--- src/rtl/dbc_pkg.sv ---
// Package: addresses, field layout, reset values and decode helpers of the buck control bank
package dbc_pkg;
   // ------------------------------------------------------------
   // Register addresses
   // ------------------------------------------------------------
   localparam logic [4:0] ADDR_CH1_PEAK_VALUE = 5'h01; // Channel 1 peak value
   localparam logic [4:0] ADDR_CH2_PEAK_VALUE = 5'h02; // Channel 2 peak value
   localparam logic [4:0] ADDR_PEAK_CURRENT_RANGE_CFG = 5'h03;
   localparam logic [4:0] ADDR_OFF_TIME_CONSTANT_CFG = 5'h04;
   localparam logic [4:0] ADDR_CHANNEL_MODE_CONTROL = 5'h05;
   localparam logic [4:0] ADDR_LOW_SIDE_DRIVER_CONTROL = 5'h06;
   localparam logic [4:0] ADDR_TRIM_RANGE = 5'h18; // Banked trim window start
   localparam logic [4:0] ADDR_TRIM_D12 = 5'h19;
   localparam logic [4:0] ADDR_TRIM_D34 = 5'h1A; // Banked trim window end
   // ------------------------------------------------------------
   // Widths and reset values
   // ------------------------------------------------------------
   localparam int REG_W = 10; // Every register is 10 bits
   localparam int PEAK_W = 9; // Peak value field
   localparam logic [9:0] RST_REG = 10'h000; // All control registers clear
   localparam logic [2:0] RANGE_MAX = 3'h4; // Code of range five
   // ------------------------------------------------------------
   // Field positions (lsb of each field)
   // ------------------------------------------------------------
   localparam int F_LV_EN1 = 7; // Range reg: ch1 low-voltage enable
   localparam int F_LV_EN2 = 6;
   localparam int F_RANGE1 = 3; // Range reg: 3-bit fields
   localparam int F_RANGE2 = 0;
   localparam int F_TOFF1 = 5; // Off-time reg: 5-bit fields
   localparam int F_TOFF2 = 0;
   localparam int F_OCD1 = 9; // Mode reg
   localparam int F_OCD2 = 8;
   localparam int F_SLOPE = 7;
   localparam int F_OCFILT = 5; // 2 bits
   localparam int F_FSMODE = 2; // 3 bits
   localparam int F_EN1 = 1;
   localparam int F_EN2 = 0;
   localparam int F_SYNC = 9; // Low-side reg
   localparam int F_NO1 = 7; // 2 bits
   localparam int F_NO2 = 5; // 2 bits
   localparam int F_LSEN1 = 4;
   localparam int F_LSEN2 = 3;
   localparam int F_REV1 = 2;
   localparam int F_REV2 = 1;
   localparam int F_BANK = 0;
   // ------------------------------------------------------------
   // Off-time product table, unit 0.01 us.V
   // ------------------------------------------------------------
   function automatic logic [12:0] dbc_off_time_lut(input logic [4:0] code);
      logic [12:0] t [0:31];
      t = '{13'd5000, 13'd4640, 13'd4310, 13'd4000, 13'd3710, 13'd3450, 13'd3200, 13'd2970,
            13'd2760, 13'd2560, 13'd2380, 13'd2210, 13'd2050, 13'd1900, 13'd1770, 13'd1640,
            13'd1520, 13'd1410, 13'd1310, 13'd1220, 13'd1130, 13'd1050, 13'd975, 13'd905,
            13'd841, 13'd780, 13'd725, 13'd673, 13'd625, 13'd580, 13'd538, 13'd500};
      return t[code];
   endfunction : dbc_off_time_lut
endpackage : dbc_pkg

--- src/rtl/dbc_regs.sv ---
// Control register bank and field decode for the two-channel buck regulator
`timescale 1ns/1ps
`default_nettype none

// Function
// - range codes 000..100 select ranges one-five
// - new range applies only after peak value write
// - low-voltage enable permits low side below 1.8V
// - off-time code maps to decreasing product table
// - offset-cancel disable bit turns compensation off
// - slope bit selects normal or slow slopes
// - overcurrent flagged after code plus two periods
// - mode field selects fail-safe or stand-alone
// - codes 011,101,111 allow updates during fail-safe
// - per-channel enable bit switches the channel
// - sync bit selects master-slave operation
// - non-overlap field selects dead-time mode
// - low-side enable selects synchronous rectification
// - reverse-current bit holds low side to off-time end
// - bank bit selects trim channel at 0x18-0x1A
// - peak value sets threshold within active range
module dbc_regs #(
   parameter int OC_CNT_W = 3 // Overcurrent period counter width
) (
   input wire logic clk_i,
   input wire logic nrst_i,
   input wire logic wr_i, // Register write strobe
   input wire logic rd_i, // Register read strobe
   input wire logic [4:0] addr_i,
   input wire logic [9:0] wdata_i,
   output logic [9:0] rdata_o, // Read data, valid cycle after rd_i
   output logic wr_accept_o, // Write strobe taken this cycle
   input wire logic failsafe_operation_i, // Device is in fail-safe operation
   input wire logic [6:0] ch1_trim_range_i, // Trim constants channel 1
   input wire logic [7:0] ch1_trim_d12_i,
   input wire logic [7:0] ch1_trim_d34_i,
   input wire logic [6:0] ch2_trim_range_i, // Trim constants channel 2
   input wire logic [7:0] ch2_trim_d12_i,
   input wire logic [7:0] ch2_trim_d34_i,
   input wire logic [1:0] vled_low_i, // String voltage below 1.8V, per channel
   input wire logic [1:0] off_phase_i, // Channel in off-time
   input wire logic [1:0] zero_current_i, // Zero coil current detected
   input wire logic [1:0] period_end_i, // One-cycle pulse at switching period end
   input wire logic [1:0] oc_cmp_i, // Raw overcurrent comparator
   output logic [2:0] ch1_peak_range_select_o, // Active range, 0..4
   output logic [2:0] ch2_peak_range_select_o,
   output logic [12:0] ch1_peak_threshold_o, // Value scaled by range, in 0.4mA steps
   output logic [12:0] ch2_peak_threshold_o,
   output logic [12:0] ch1_off_time_product_o, // 0.01 us.V units
   output logic [12:0] ch2_off_time_product_o,
   output logic [1:0] offset_cancel_active_o,
   output logic slow_slope_o,
   output logic [1:0] overcurrent_o, // Filtered overcurrent flag
   output logic failsafe_enabled_o,
   output logic standalone_o,
   output logic load_stored_o, // Registers come from stored values
   output logic [1:0] channel_enable_o,
   output logic master_slave_sync_o,
   output logic [1:0] ch1_nonoverlap_mode_o,
   output logic [1:0] ch2_nonoverlap_mode_o,
   output logic [1:0] nonoverlap_adaptive_o,
   output logic [1:0] lowside_on_o // Low-side pre-driver gate request
);
   import dbc_pkg::*;

   // ------------------------------------------------------------
   // Storage
   // ------------------------------------------------------------
   logic [PEAK_W-1:0] ch1_peak_value_q; // Peak value fields
   logic [PEAK_W-1:0] ch2_peak_value_q;
   logic [9:0] range_cfg_q; // peak_current_range_cfg
   logic [9:0] off_time_cfg_q; // off_time_constant_cfg
   logic [9:0] mode_cfg_q; // channel_mode_control
   logic [9:0] ls_cfg_q; // low_side_driver_control
   logic [2:0] act_range1_q; // Range in force, channel 1
   logic [2:0] act_range2_q;
   logic [9:0] rdata_q;
   logic [OC_CNT_W-1:0] oc_cnt1_q; // Consecutive overcurrent periods
   logic [OC_CNT_W-1:0] oc_cnt2_q;
   logic [1:0] oc_seen_q; // Overcurrent seen in running period

   // Clamp reserved range codes to range five
   function automatic logic [2:0] range_clamp(input logic [2:0] c);
      return (c > RANGE_MAX) ? RANGE_MAX : c;
   endfunction : range_clamp

   // Advance a period counter, saturating
   function automatic logic [OC_CNT_W-1:0] oc_next(input logic [OC_CNT_W-1:0] c, input logic pend,
                                                  input logic seen);
      if (!pend) return c;
      if (!seen) return '0;
      return (&c) ? c : c + 1'b1;
   endfunction : oc_next

   // ------------------------------------------------------------
   // Write decode
   // ------------------------------------------------------------
   wire [2:0] fs_mode = mode_cfg_q[F_FSMODE +: 3];
   // Update-in-fail-safe codes all have bit 0 set with bit 1 or 2 set
   wire fs_update_ok = fs_mode[0] & (fs_mode[1] | fs_mode[2]);
   assign wr_accept_o = wr_i & (~failsafe_operation_i | fs_update_ok);
   wire we_pv1 = wr_accept_o & (addr_i == ADDR_CH1_PEAK_VALUE);
   wire we_pv2 = wr_accept_o & (addr_i == ADDR_CH2_PEAK_VALUE);
   wire we_rng = wr_accept_o & (addr_i == ADDR_PEAK_CURRENT_RANGE_CFG);
   wire we_off_time = wr_accept_o & (addr_i == ADDR_OFF_TIME_CONSTANT_CFG);
   wire we_mode = wr_accept_o & (addr_i == ADDR_CHANNEL_MODE_CONTROL);
   wire we_ls = wr_accept_o & (addr_i == ADDR_LOW_SIDE_DRIVER_CONTROL);

   // Range latches into force only on the value write, so a range
   // change never pairs with a stale value mid-update
   wire [2:0] act_range1_d = we_pv1 ? range_clamp(range_cfg_q[F_RANGE1 +: 3]) : act_range1_q;
   wire [2:0] act_range2_d = we_pv2 ? range_clamp(range_cfg_q[F_RANGE2 +: 3]) : act_range2_q;

   // Register storage
   always_ff @(posedge clk_i) begin
      if (!nrst_i) begin
         ch1_peak_value_q <= '0;
         ch2_peak_value_q <= '0;
         range_cfg_q <= RST_REG;
         off_time_cfg_q <= RST_REG;
         mode_cfg_q <= RST_REG;
         ls_cfg_q <= RST_REG;
         act_range1_q <= '0;
         act_range2_q <= '0;
      end else begin
         if (we_pv1) ch1_peak_value_q <= wdata_i[PEAK_W-1:0];
         if (we_pv2) ch2_peak_value_q <= wdata_i[PEAK_W-1:0];
         if (we_rng) range_cfg_q <= wdata_i;
         if (we_off_time) off_time_cfg_q <= wdata_i;
         if (we_mode) mode_cfg_q <= wdata_i;
         if (we_ls) ls_cfg_q <= wdata_i;
         act_range1_q <= act_range1_d;
         act_range2_q <= act_range2_d;
      end
   end

   // ------------------------------------------------------------
   // Read path
   // ------------------------------------------------------------
   wire bank2 = ls_cfg_q[F_BANK];
   wire [6:0] trim_rng = bank2 ? ch2_trim_range_i : ch1_trim_range_i;
   wire [7:0] trim_d12 = bank2 ? ch2_trim_d12_i : ch1_trim_d12_i;
   wire [7:0] trim_d34 = bank2 ? ch2_trim_d34_i : ch1_trim_d34_i;
   logic [9:0] rd_mux;
   // Address select; unmapped reads as zero
   always_comb begin
      case (addr_i)
         ADDR_CH1_PEAK_VALUE: rd_mux = {1'b0, ch1_peak_value_q};
         ADDR_CH2_PEAK_VALUE: rd_mux = {1'b0, ch2_peak_value_q};
         ADDR_PEAK_CURRENT_RANGE_CFG: rd_mux = range_cfg_q;
         ADDR_OFF_TIME_CONSTANT_CFG: rd_mux = off_time_cfg_q;
         ADDR_CHANNEL_MODE_CONTROL: rd_mux = mode_cfg_q;
         ADDR_LOW_SIDE_DRIVER_CONTROL: rd_mux = ls_cfg_q;
         ADDR_TRIM_RANGE: rd_mux = {3'h0, trim_rng};
         ADDR_TRIM_D12: rd_mux = {2'h0, trim_d12};
         ADDR_TRIM_D34: rd_mux = {2'h0, trim_d34};
         default: rd_mux = 10'h000;
      endcase
   end

   // Read data holds until the next read
   always_ff @(posedge clk_i) begin
      if (!nrst_i) rdata_q <= 10'h000;
      else if (rd_i) rdata_q <= rd_mux;
   end
   assign rdata_o = rdata_q;

   // ------------------------------------------------------------
   // Overcurrent filter
   // ------------------------------------------------------------
   wire [1:0] oc_filt = mode_cfg_q[F_OCFILT +: 2];
   wire [OC_CNT_W-1:0] oc_limit = OC_CNT_W'(oc_filt) + OC_CNT_W'(1);
   wire [OC_CNT_W-1:0] oc_cnt1_d = oc_next(oc_cnt1_q, period_end_i[0], oc_seen_q[0] | oc_cmp_i[0]);
   wire [OC_CNT_W-1:0] oc_cnt2_d = oc_next(oc_cnt2_q, period_end_i[1], oc_seen_q[1] | oc_cmp_i[1]);
   // Seen latch restarts each period, so one clean period breaks the run
   wire [1:0] oc_seen_d = (oc_seen_q | oc_cmp_i) & ~period_end_i;

   // Period counters
   always_ff @(posedge clk_i) begin
      if (!nrst_i) begin
         oc_cnt1_q <= '0;
         oc_cnt2_q <= '0;
         oc_seen_q <= 2'h0;
      end else begin
         oc_cnt1_q <= oc_cnt1_d;
         oc_cnt2_q <= oc_cnt2_d;
         oc_seen_q <= oc_seen_d;
      end
   end
   // Flag once the run is longer than code plus one periods
   assign overcurrent_o = {oc_cnt2_q > oc_limit, oc_cnt1_q > oc_limit};

   // ------------------------------------------------------------
   // Field decode to the power stage
   // ------------------------------------------------------------
   assign ch1_peak_range_select_o = act_range1_q;
   assign ch2_peak_range_select_o = act_range2_q;
   // Step doubles per range: 0.4mA base times 2^range
   assign ch1_peak_threshold_o = 13'(ch1_peak_value_q) << act_range1_q;
   assign ch2_peak_threshold_o = 13'(ch2_peak_value_q) << act_range2_q;
   assign ch1_off_time_product_o = dbc_off_time_lut(off_time_cfg_q[F_TOFF1 +: 5]);
   assign ch2_off_time_product_o = dbc_off_time_lut(off_time_cfg_q[F_TOFF2 +: 5]);
   assign offset_cancel_active_o = ~{mode_cfg_q[F_OCD2], mode_cfg_q[F_OCD1]};
   assign slow_slope_o = mode_cfg_q[F_SLOPE];
   assign failsafe_enabled_o = (fs_mode >= 3'h2) & (fs_mode <= 3'h5);
   assign standalone_o = fs_mode[2] & fs_mode[1];
   assign load_stored_o = (fs_mode == 3'h1) | (fs_mode >= 3'h4);
   assign channel_enable_o = {mode_cfg_q[F_EN2], mode_cfg_q[F_EN1]};
   assign master_slave_sync_o = ls_cfg_q[F_SYNC];
   assign ch1_nonoverlap_mode_o = ls_cfg_q[F_NO1 +: 2];
   assign ch2_nonoverlap_mode_o = ls_cfg_q[F_NO2 +: 2];
   // Codes 00 and 01 are adaptive, 10 and 11 fixed
   assign nonoverlap_adaptive_o = {~ls_cfg_q[F_NO2 + 1], ~ls_cfg_q[F_NO1 + 1]};

   // Low-side gate: enabled, off-time, low-voltage permit, reverse current
   wire [1:0] ls_en = {ls_cfg_q[F_LSEN2], ls_cfg_q[F_LSEN1]};
   wire [1:0] lv_ok = ~vled_low_i | {range_cfg_q[F_LV_EN2], range_cfg_q[F_LV_EN1]};
   wire [1:0] rev_ok = {ls_cfg_q[F_REV2], ls_cfg_q[F_REV1]} | ~zero_current_i;
   assign lowside_on_o = channel_enable_o & ls_en & lv_ok & rev_ok & off_phase_i;

   // ------------------------------------------------------------
   // Assertions
   // ------------------------------------------------------------
   property p_range_hold;
      @(posedge clk_i) disable iff (!nrst_i) !we_pv1 |=> $stable(ch1_peak_range_select_o);
   endproperty
   a_range_hold: assert property (p_range_hold) else $error("range changed without value write");

   property p_range_take;
      @(posedge clk_i) disable iff (!nrst_i)
         we_pv1 && range_cfg_q[F_RANGE1 +: 3] <= RANGE_MAX |=> ch1_peak_range_select_o == $past(range_cfg_q[5:3]);
   endproperty
   a_range_take: assert property (p_range_take) else $error("range not applied on value write");

   property p_fs_block;
      @(posedge clk_i) disable iff (!nrst_i)
         wr_i && failsafe_operation_i && !(fs_mode inside {3'h3, 3'h5, 3'h7}) |-> !wr_accept_o;
   endproperty
   a_fs_block: assert property (p_fs_block) else $error("write accepted in fail-safe");

   property p_fs_allow;
      @(posedge clk_i) disable iff (!nrst_i) wr_i && (fs_mode inside {3'h3, 3'h5, 3'h7}) |-> wr_accept_o;
   endproperty
   a_fs_allow: assert property (p_fs_allow) else $error("update refused in update mode");

   property p_oc_clear;
      @(posedge clk_i) disable iff (!nrst_i)
         period_end_i[0] && !oc_seen_q[0] && !oc_cmp_i[0] |=> oc_cnt1_q == '0 ##0 !overcurrent_o[0];
   endproperty
   a_oc_clear: assert property (p_oc_clear) else $error("counter kept after clean period");

   property p_oc_min;
      @(posedge clk_i) disable iff (!nrst_i) overcurrent_o[0] |-> oc_cnt1_q >= 3'(oc_filt) + 3'h2;
   endproperty
   a_oc_min: assert property (p_oc_min) else $error("overcurrent flagged too early");

   property p_off_time_ends;
      @(posedge clk_i) disable iff (!nrst_i)
         off_time_cfg_q[F_TOFF1 +: 5] == 5'h1F |-> ch1_off_time_product_o == 13'd500;
   endproperty
   a_off_time_ends: assert property (p_off_time_ends) else $error("off-time product wrong at top code");

   property p_lv_block;
      @(posedge clk_i) disable iff (!nrst_i) vled_low_i[0] && !range_cfg_q[F_LV_EN1] |-> !lowside_on_o[0];
   endproperty
   a_lv_block: assert property (p_lv_block) else $error("low side on at low voltage");

   property p_rev;
      @(posedge clk_i) disable iff (!nrst_i) zero_current_i[1] && !ls_cfg_q[F_REV2] |-> !lowside_on_o[1];
   endproperty
   a_rev: assert property (p_rev) else $error("low side kept on at zero current");

   property p_async;
      @(posedge clk_i) disable iff (!nrst_i) !ls_cfg_q[F_LSEN1] |-> !lowside_on_o[0];
   endproperty
   a_async: assert property (p_async) else $error("low side active in asynchronous mode");

   property p_bank;
      @(posedge clk_i) disable iff (!nrst_i)
         rd_i && addr_i == ADDR_TRIM_RANGE |=> rdata_o == {3'h0, $past(trim_rng)};
   endproperty
   a_bank: assert property (p_bank) else $error("trim read wrong");

   property p_range_hold2;
      @(posedge clk_i) disable iff (!nrst_i) !we_pv2 |=> $stable(ch2_peak_range_select_o);
   endproperty
   a_range_hold2: assert property (p_range_hold2) else $error("ch2 range moved without value write");

   property p_oc_rise;
      @(posedge clk_i) disable iff (!nrst_i)
         period_end_i[0] && (oc_seen_q[0] || oc_cmp_i[0]) && oc_cnt1_q == oc_limit |=> overcurrent_o[0];
   endproperty
   a_oc_rise: assert property (p_oc_rise) else $error("overcurrent not flagged after filter span");

   property p_refused;
      @(posedge clk_i) disable iff (!nrst_i) wr_i && !wr_accept_o |=> $stable(off_time_cfg_q) && $stable(mode_cfg_q);
   endproperty
   a_refused: assert property (p_refused) else $error("refused write changed a register");

   property p_ch_off;
      @(posedge clk_i) disable iff (!nrst_i) !mode_cfg_q[F_EN1] |-> !lowside_on_o[0];
   endproperty
   a_ch_off: assert property (p_ch_off) else $error("low side on in disabled channel");
endmodule : dbc_regs

`default_nettype wire

--- config.mk ---
export PLATFORM = sky130hd
export DESIGN_NAME = dbc_regs
export DESIGN_NICKNAME = d
export VERILOG_FILES = /design/src/rtl/dbc_pkg.sv /design/src/rtl/dbc_regs.sv
export SDC_FILE = /design/constraint.sdc
export NUM_CORES = 1
export LEC_CHECK = 0
export ABC_AREA = 0
export BUFFER_PORTS_ARGS = -buffer_cell sky130_fd_sc_hd__buf_2
export CORE_MARGIN = 1.5
export CORE_UTILIZATION = 59
export DETAILED_ROUTE_END_ITERATION = 6
export HOLD_SLACK_MARGIN = 0.1
export PLACE_DENSITY = 0.87
export SLEW_MARGIN = 10
export SYNTH_ARGS = -nofsm -noshare
export SYNTH_HDL_FRONTEND = slang
export SYNTH_SLANG_ARGS = --single-unit
export TNS_END_PERCENT = 100
--- constraint.sdc ---
create_clock -name clk_i -period 3.55 [get_ports clk_i]
set_input_delay 0.71 -clock clk_i [delete_from_list [all_inputs] [get_ports clk_i]]
set_output_delay 0.71 -clock clk_i [all_outputs]
set_load 0.005 [all_outputs]
Word level (Yosys, flattened, before mapping)
Memories as Yosys holds them, arrays and structs flattened. Cells that the tools add are included.

Bits in read-only memories: 832. Bits in writable memories: 0. Bits in latches: 0. Memories: 2. Flip-flop bits (word level): 82. Input bits: 76.

Equality and inequality tests: 12. Reductions and logical operators: 2. Shifts and indexed selects: 2. Multiply operators: 0. Bitwise gates (word level): 32. Divide/modulo/power cells: 0. Add/sub/neg operators: 3. Order comparisons: 9. Multiplexer cells: 24.

Memory list: (no name shown) (depth 32, bits a word 13, read ports 1, clocked after memory_dff 0, write ports 0, RTL line dbc_pkg.sv:55) `return t[code];`; (no name shown) (depth 32, bits a word 13, read ports 1, clocked after memory_dff 0, write ports 0, RTL line dbc_pkg.sv:55).

Operators by type and width (count): case mux 10 bit (9 select lines) (1); two-way mux 13 bit (4); two-way mux 3 bit (12); left shift 9 x 3 -> 13 bit (2); two-way mux 8 bit (2); == test 5 x 3 -> 1 bit (second input constant) (3); == test 5 bit (second input constant) (3); >= comparator 6 bit (second input constant) (2); NOT 5 -> 6 bit (2); bitwise AND 1 bit (10); bitwise AND 2 bit (5); == test 5 x 2 -> 1 bit (second input constant) (2); NOT 2 bit (4); two-way mux 7 bit (1); adder 3 x 1 -> 3 bit (second input constant) (2); greater-than comparator 3 bit (2); greater-than comparator 3 bit (second input constant) (2); != test 3 bit (second input constant) (2); OR 2 bit (3); AND reduction 3 bit (2); == test 5 x 1 -> 1 bit (second input constant) (1); OR 1 bit (5); two-way mux 1 bit (4); adder 2 x 1 -> 3 bit (second input constant) (1); other kinds (5) (7).

Logic depth before layout (Yosys ltp)
Depth in word-level cells: 5. Gate-level depth with buffers: 8. Mapped depth without buffers: 6.

Least setup slack after synthesis
OpenSTA, ideal clock, no wires.

Kind: register -> output. Start: reg off_time_cfg_q[1]. End: out ch2_off_time_product_o[7]. Cell stages (with the launch flop): 8. Arrival time: 1.823 ns. Required time: 2.840 ns. Setup slack: 1.017 ns. Buffers on the path: 1. Cell sequence: dfxtp_1 clkbuf_1 inv_1 ha_1 inv_1 mux4_2 nor2_1 a31oi_1.

Longest elaborated chain between the ends: 4.

Ends and longest elaborated chain: start: declaration (RTL line dbc_regs.sv:72) `logic [9:0] off_time_cfg_q;`; start signal: assignment (RTL line dbc_regs.sv:129) `if (we_off_time) off_time_cfg_q <= wdata_i;`; NOT 5 -> 6 bit (implied by the code) (RTL line dbc_pkg.sv:55); memory (32 x 13 bit); two-way mux 13 bit (implied by the code) (2 in series) (RTL line dbc_pkg.sv:55); end: declaration (RTL line dbc_regs.sv:50) `output logic [12:0] ch2_off_time_product_o,`.

No other way between the ends. The select of a mux whose other input is x is not followed.

Final worst setup path
Same ends and word-level chain as after synthesis.

==> impl_metrics.py <==
metrics = {
    "status": {
        "outcome": "finished, final reports clean",
    },
    "floorplan": {
        "core_um2": 10800,
        "dieWidth_um": 108,
        "dieArea_um2": 11700,
        "ios": 164,
        "rows": 38,
        "die_h_um": 108,
        "initial_utilization_pct": 60.2,
    },
    "placement": {
        "dp_hpwl_mm": 13.3,
        "io_buffers": 163,
        "gp_congestion": 0.905,
    },
    "synth": {
        "synth_mux_area_share_pct": 22.2,
        "synth_cell_types": 73,
        "synthSimpleGateAreaFrac_pct": 18.3,
        "synthArstFlopShare_pct": 0,
        "yosysSeqAreaShare_pct": 25.2,
        "synth_compound_area_share_pct": 20.4,
        "yosys.area_share.xor_xnor_pct": 0.269,
        "synth_area_per_cell_um2": 8.36,
        "synth_top_family_by_area": "multiplexers",
        "synth.net_count": 884,
        "synth_top_flop_cell": "dfxtp_1",
        "synthCells": 778,
        "synth_adder_area_share_pct": 5.77,
        "synth_edf_count": 0,
        "ys_ff_latch": 82,
        "yosysWarnings": 0,
        "synth_area_um2": 6500,
    },
    "layout": {
        "final_common_cell": "buf_2",
        "nets": 999,
        "finish.utilization_pct": 69.0,
        "num_antenna_cells": 0,
        "most-common-layout-cells": "buf_2, mux2i_1, nor2_1",
        "regArea_um2": 1640,
        "multi_input_area_um2": 4350,
        "area_growth_pct": 14.6,
        "drive_above_1_share_pct": 26.5,
        "fillers": 878,
    },
    "critical_path": {
        "arrival_ps": 2560,
        "cp_data_required_time_ps": 2840,
        "path_class": "reg -> out",
        "cp-end-kind": "primary output",
        "worstSetupStartpointType": "flop",
        "path_max_fanout": 16,
    },
    "clock_network": {
        "ctsResizeCount": 0,
        "h-tree-depth": 3,
        "clock_latency_ps": 370,
        "hold_buffers": 0,
        "cts_root_buf": "clkbuf_8",
        "cts_tree": "done",
        "cts_buffer_depth": 2,
        "numClockSinks": 82,
        "numCtsBuffers": 9,
        "postCtsSetupRepairBufs": 0,
        "clk_pin_slew_worst_paths_ps": 80,
    },
    "sta": {
        "max_clock_freq_mhz": 306,
        "tns_ps": 0,
        "setup_viol": 0,
        "worstMarginPinSlew_ps": 837,
        "finClkSkew_ps": 10.5,
        "maxSlewHeadroom_pct": 44.2,
        "rsz0062_at_grt": "no",
        "finalHoldViolCount": 0,
        "post-route-period-util_pct": 92.0,
        "period_needed_ps": 3270,
        "slew_violations": 0,
    },
    "detailed_routing": {
        "drtPass1Iterations": 5,
        "ant_nets": 0,
        "drc": 0,
        "vias": 6416,
        "wl_per_cell_um": 17.6,
        "drtIter0Drc": 762,
        "routed_via_density": 6.18,
        "routed_wl_mm": 18.3,
    },
    "power_and_ir_drop": {
        "power_density_nw_per_um2": 250,
        "ir_worst_vdd_mv": 0.169,
        "p_leak_nw": 3.44,
    },
    "global_route": {
        "track_usage_pct": 31.0,
        "grt_overflow": 0,
        "grt_pass1_vias": 5771,
        "antenna_found_initial": 0,
        "grt_start_max_net_pins": 79,
        "grt_first_pass_wirelength_mm": 28.5,
    },
    "min_path": {
        "min_path_type": "reg -> reg",
    },
    "flow_run": {
        "drv_cap": 0,
    },
}
## path summary, 6_finish.rpt
path                                       start                                 endpoint  slack (ps)  cells after the start
hold / removal           rdata_o[9]$_SDFFE_PN0P_                  rdata_o[9]$_SDFFE_PN0P_         490                      2
hold reg to reg          rdata_o[9]$_SDFFE_PN0P_                  rdata_o[9]$_SDFFE_PN0P_         490                      2
setup / recovery  off_time_cfg_q[1]$_SDFFE_PN0P_                ch2_off_time_product_o[7]         280                      7
setup reg to reg      mode_cfg_q[3]$_SDFFE_PN0P_  ch1_peak_range_select_o[0]$_SDFFE_PN0P_        1250                      6
## stage by stage
step | hold slack (ps) | worst slack, ps | area [um2] | instances | power, mW
floorplan | 449 | 1020 | 6500 | 778 | 1.07
global placement | 435 | 756 | 7240 | 1022 | 1.15
detailed placement | 440 | 696 | 7240 | 1022 | 1.15
CTS | 495 | 297 | 7450 | 1038 | 1.86
global route | 528 | 140 | 7450 | 1038 | 1.92
finish | 487 | 283 | 7450 | 1038 | 1.86
## kinds of logic (layout without fill, tap and decap cells)
logic type / after synthesis / count (layout)
muxes: 132 / 132
AOI/OAI and AO/OA: 182 / 182
xor gates and xnor gates: 2 / 2
DFF: 82 / 82
and+or+nand+nor: 238 / 238
buffers and inverters: 112 / 232
adders and majority gates: 30 / 30
## sequential cells by signal, summed over array words and instances (netlist names), 9 cells and up
register          flops
ch2_peak_value_q      9
ls_cfg_q             10
rdata_o              10
mode_cfg_q           10
ch1_peak_value_q      9
range_cfg_q          10
off_time_cfg_q       10
## power by group
group	total, mW	leakage, nW	switching [mW]	internal [mW]
Combinational	0.203	2.67	0.120	0.0827
Clock	0.729	0.109	0.375	0.354
Sequential	0.932	0.661	0.00678	0.925
## per-layer routing
metal	track usage (%)	wire, um	vias to the layer above
met3	4.04	1440	33
li1	-	-	3086
met5	0	0	-
met2	51.8	8750	303
met4	11.7	344	0
met1	40.8	7750	2994
## worst max-delay path: stages, from the launching register on
cell and delay [ps]:
dfxtp_1 650, inv_1 260, ha_1 430, inv_1 70, mux4_2 460, nor2_1 100
a31oi_1 50, buf_2 170
## synthesized netlist by cell type (all sizes together) (5+ instances only)
master | instances | area (um2)
mux2i | 98 | 981
nor2 | 91 | 344
dfxtp | 82 | 1640
nand2 | 53 | 199
buf | 41 | 240
inv | 35 | 131
clkbuf | 33 | 124
o21ai | 32 | 160
a21oi | 31 | 155
ha | 30 | 375
mux2 | 27 | 304
nor3 | 20 | 116
a221oi | 15 | 131
a32oi | 14 | 123
nand3 | 12 | 60.1
nor2b | 12 | 75.1
a31oi | 10 | 62.6
nand2b | 9 | 56.3
and3 | 8 | 50.1
o211ai | 8 | 60.1
a22oi | 7 | 52.6
mux4 | 7 | 158
nand3b | 7 | 52.6
o2111ai | 7 | 85.1
a21o | 6 | 45.0
nor3b | 6 | 56.3
o2111a | 5 | 56.3
o22ai | 5 | 31.3
## cell type report
class / count / share of cell area (%)
Timing Repair Buffer: 178 / 12.5
Inverter: 38 / 1.91
Clock buffer: 10 / 1.85
Multi-Input combinational cell: 584 / 58.4
Sequential cell: 82 / 22.0
Tap cell: 140 / 2.35
Clock inverter: 6 / 0.974
(Power assumes the default switching activity.)
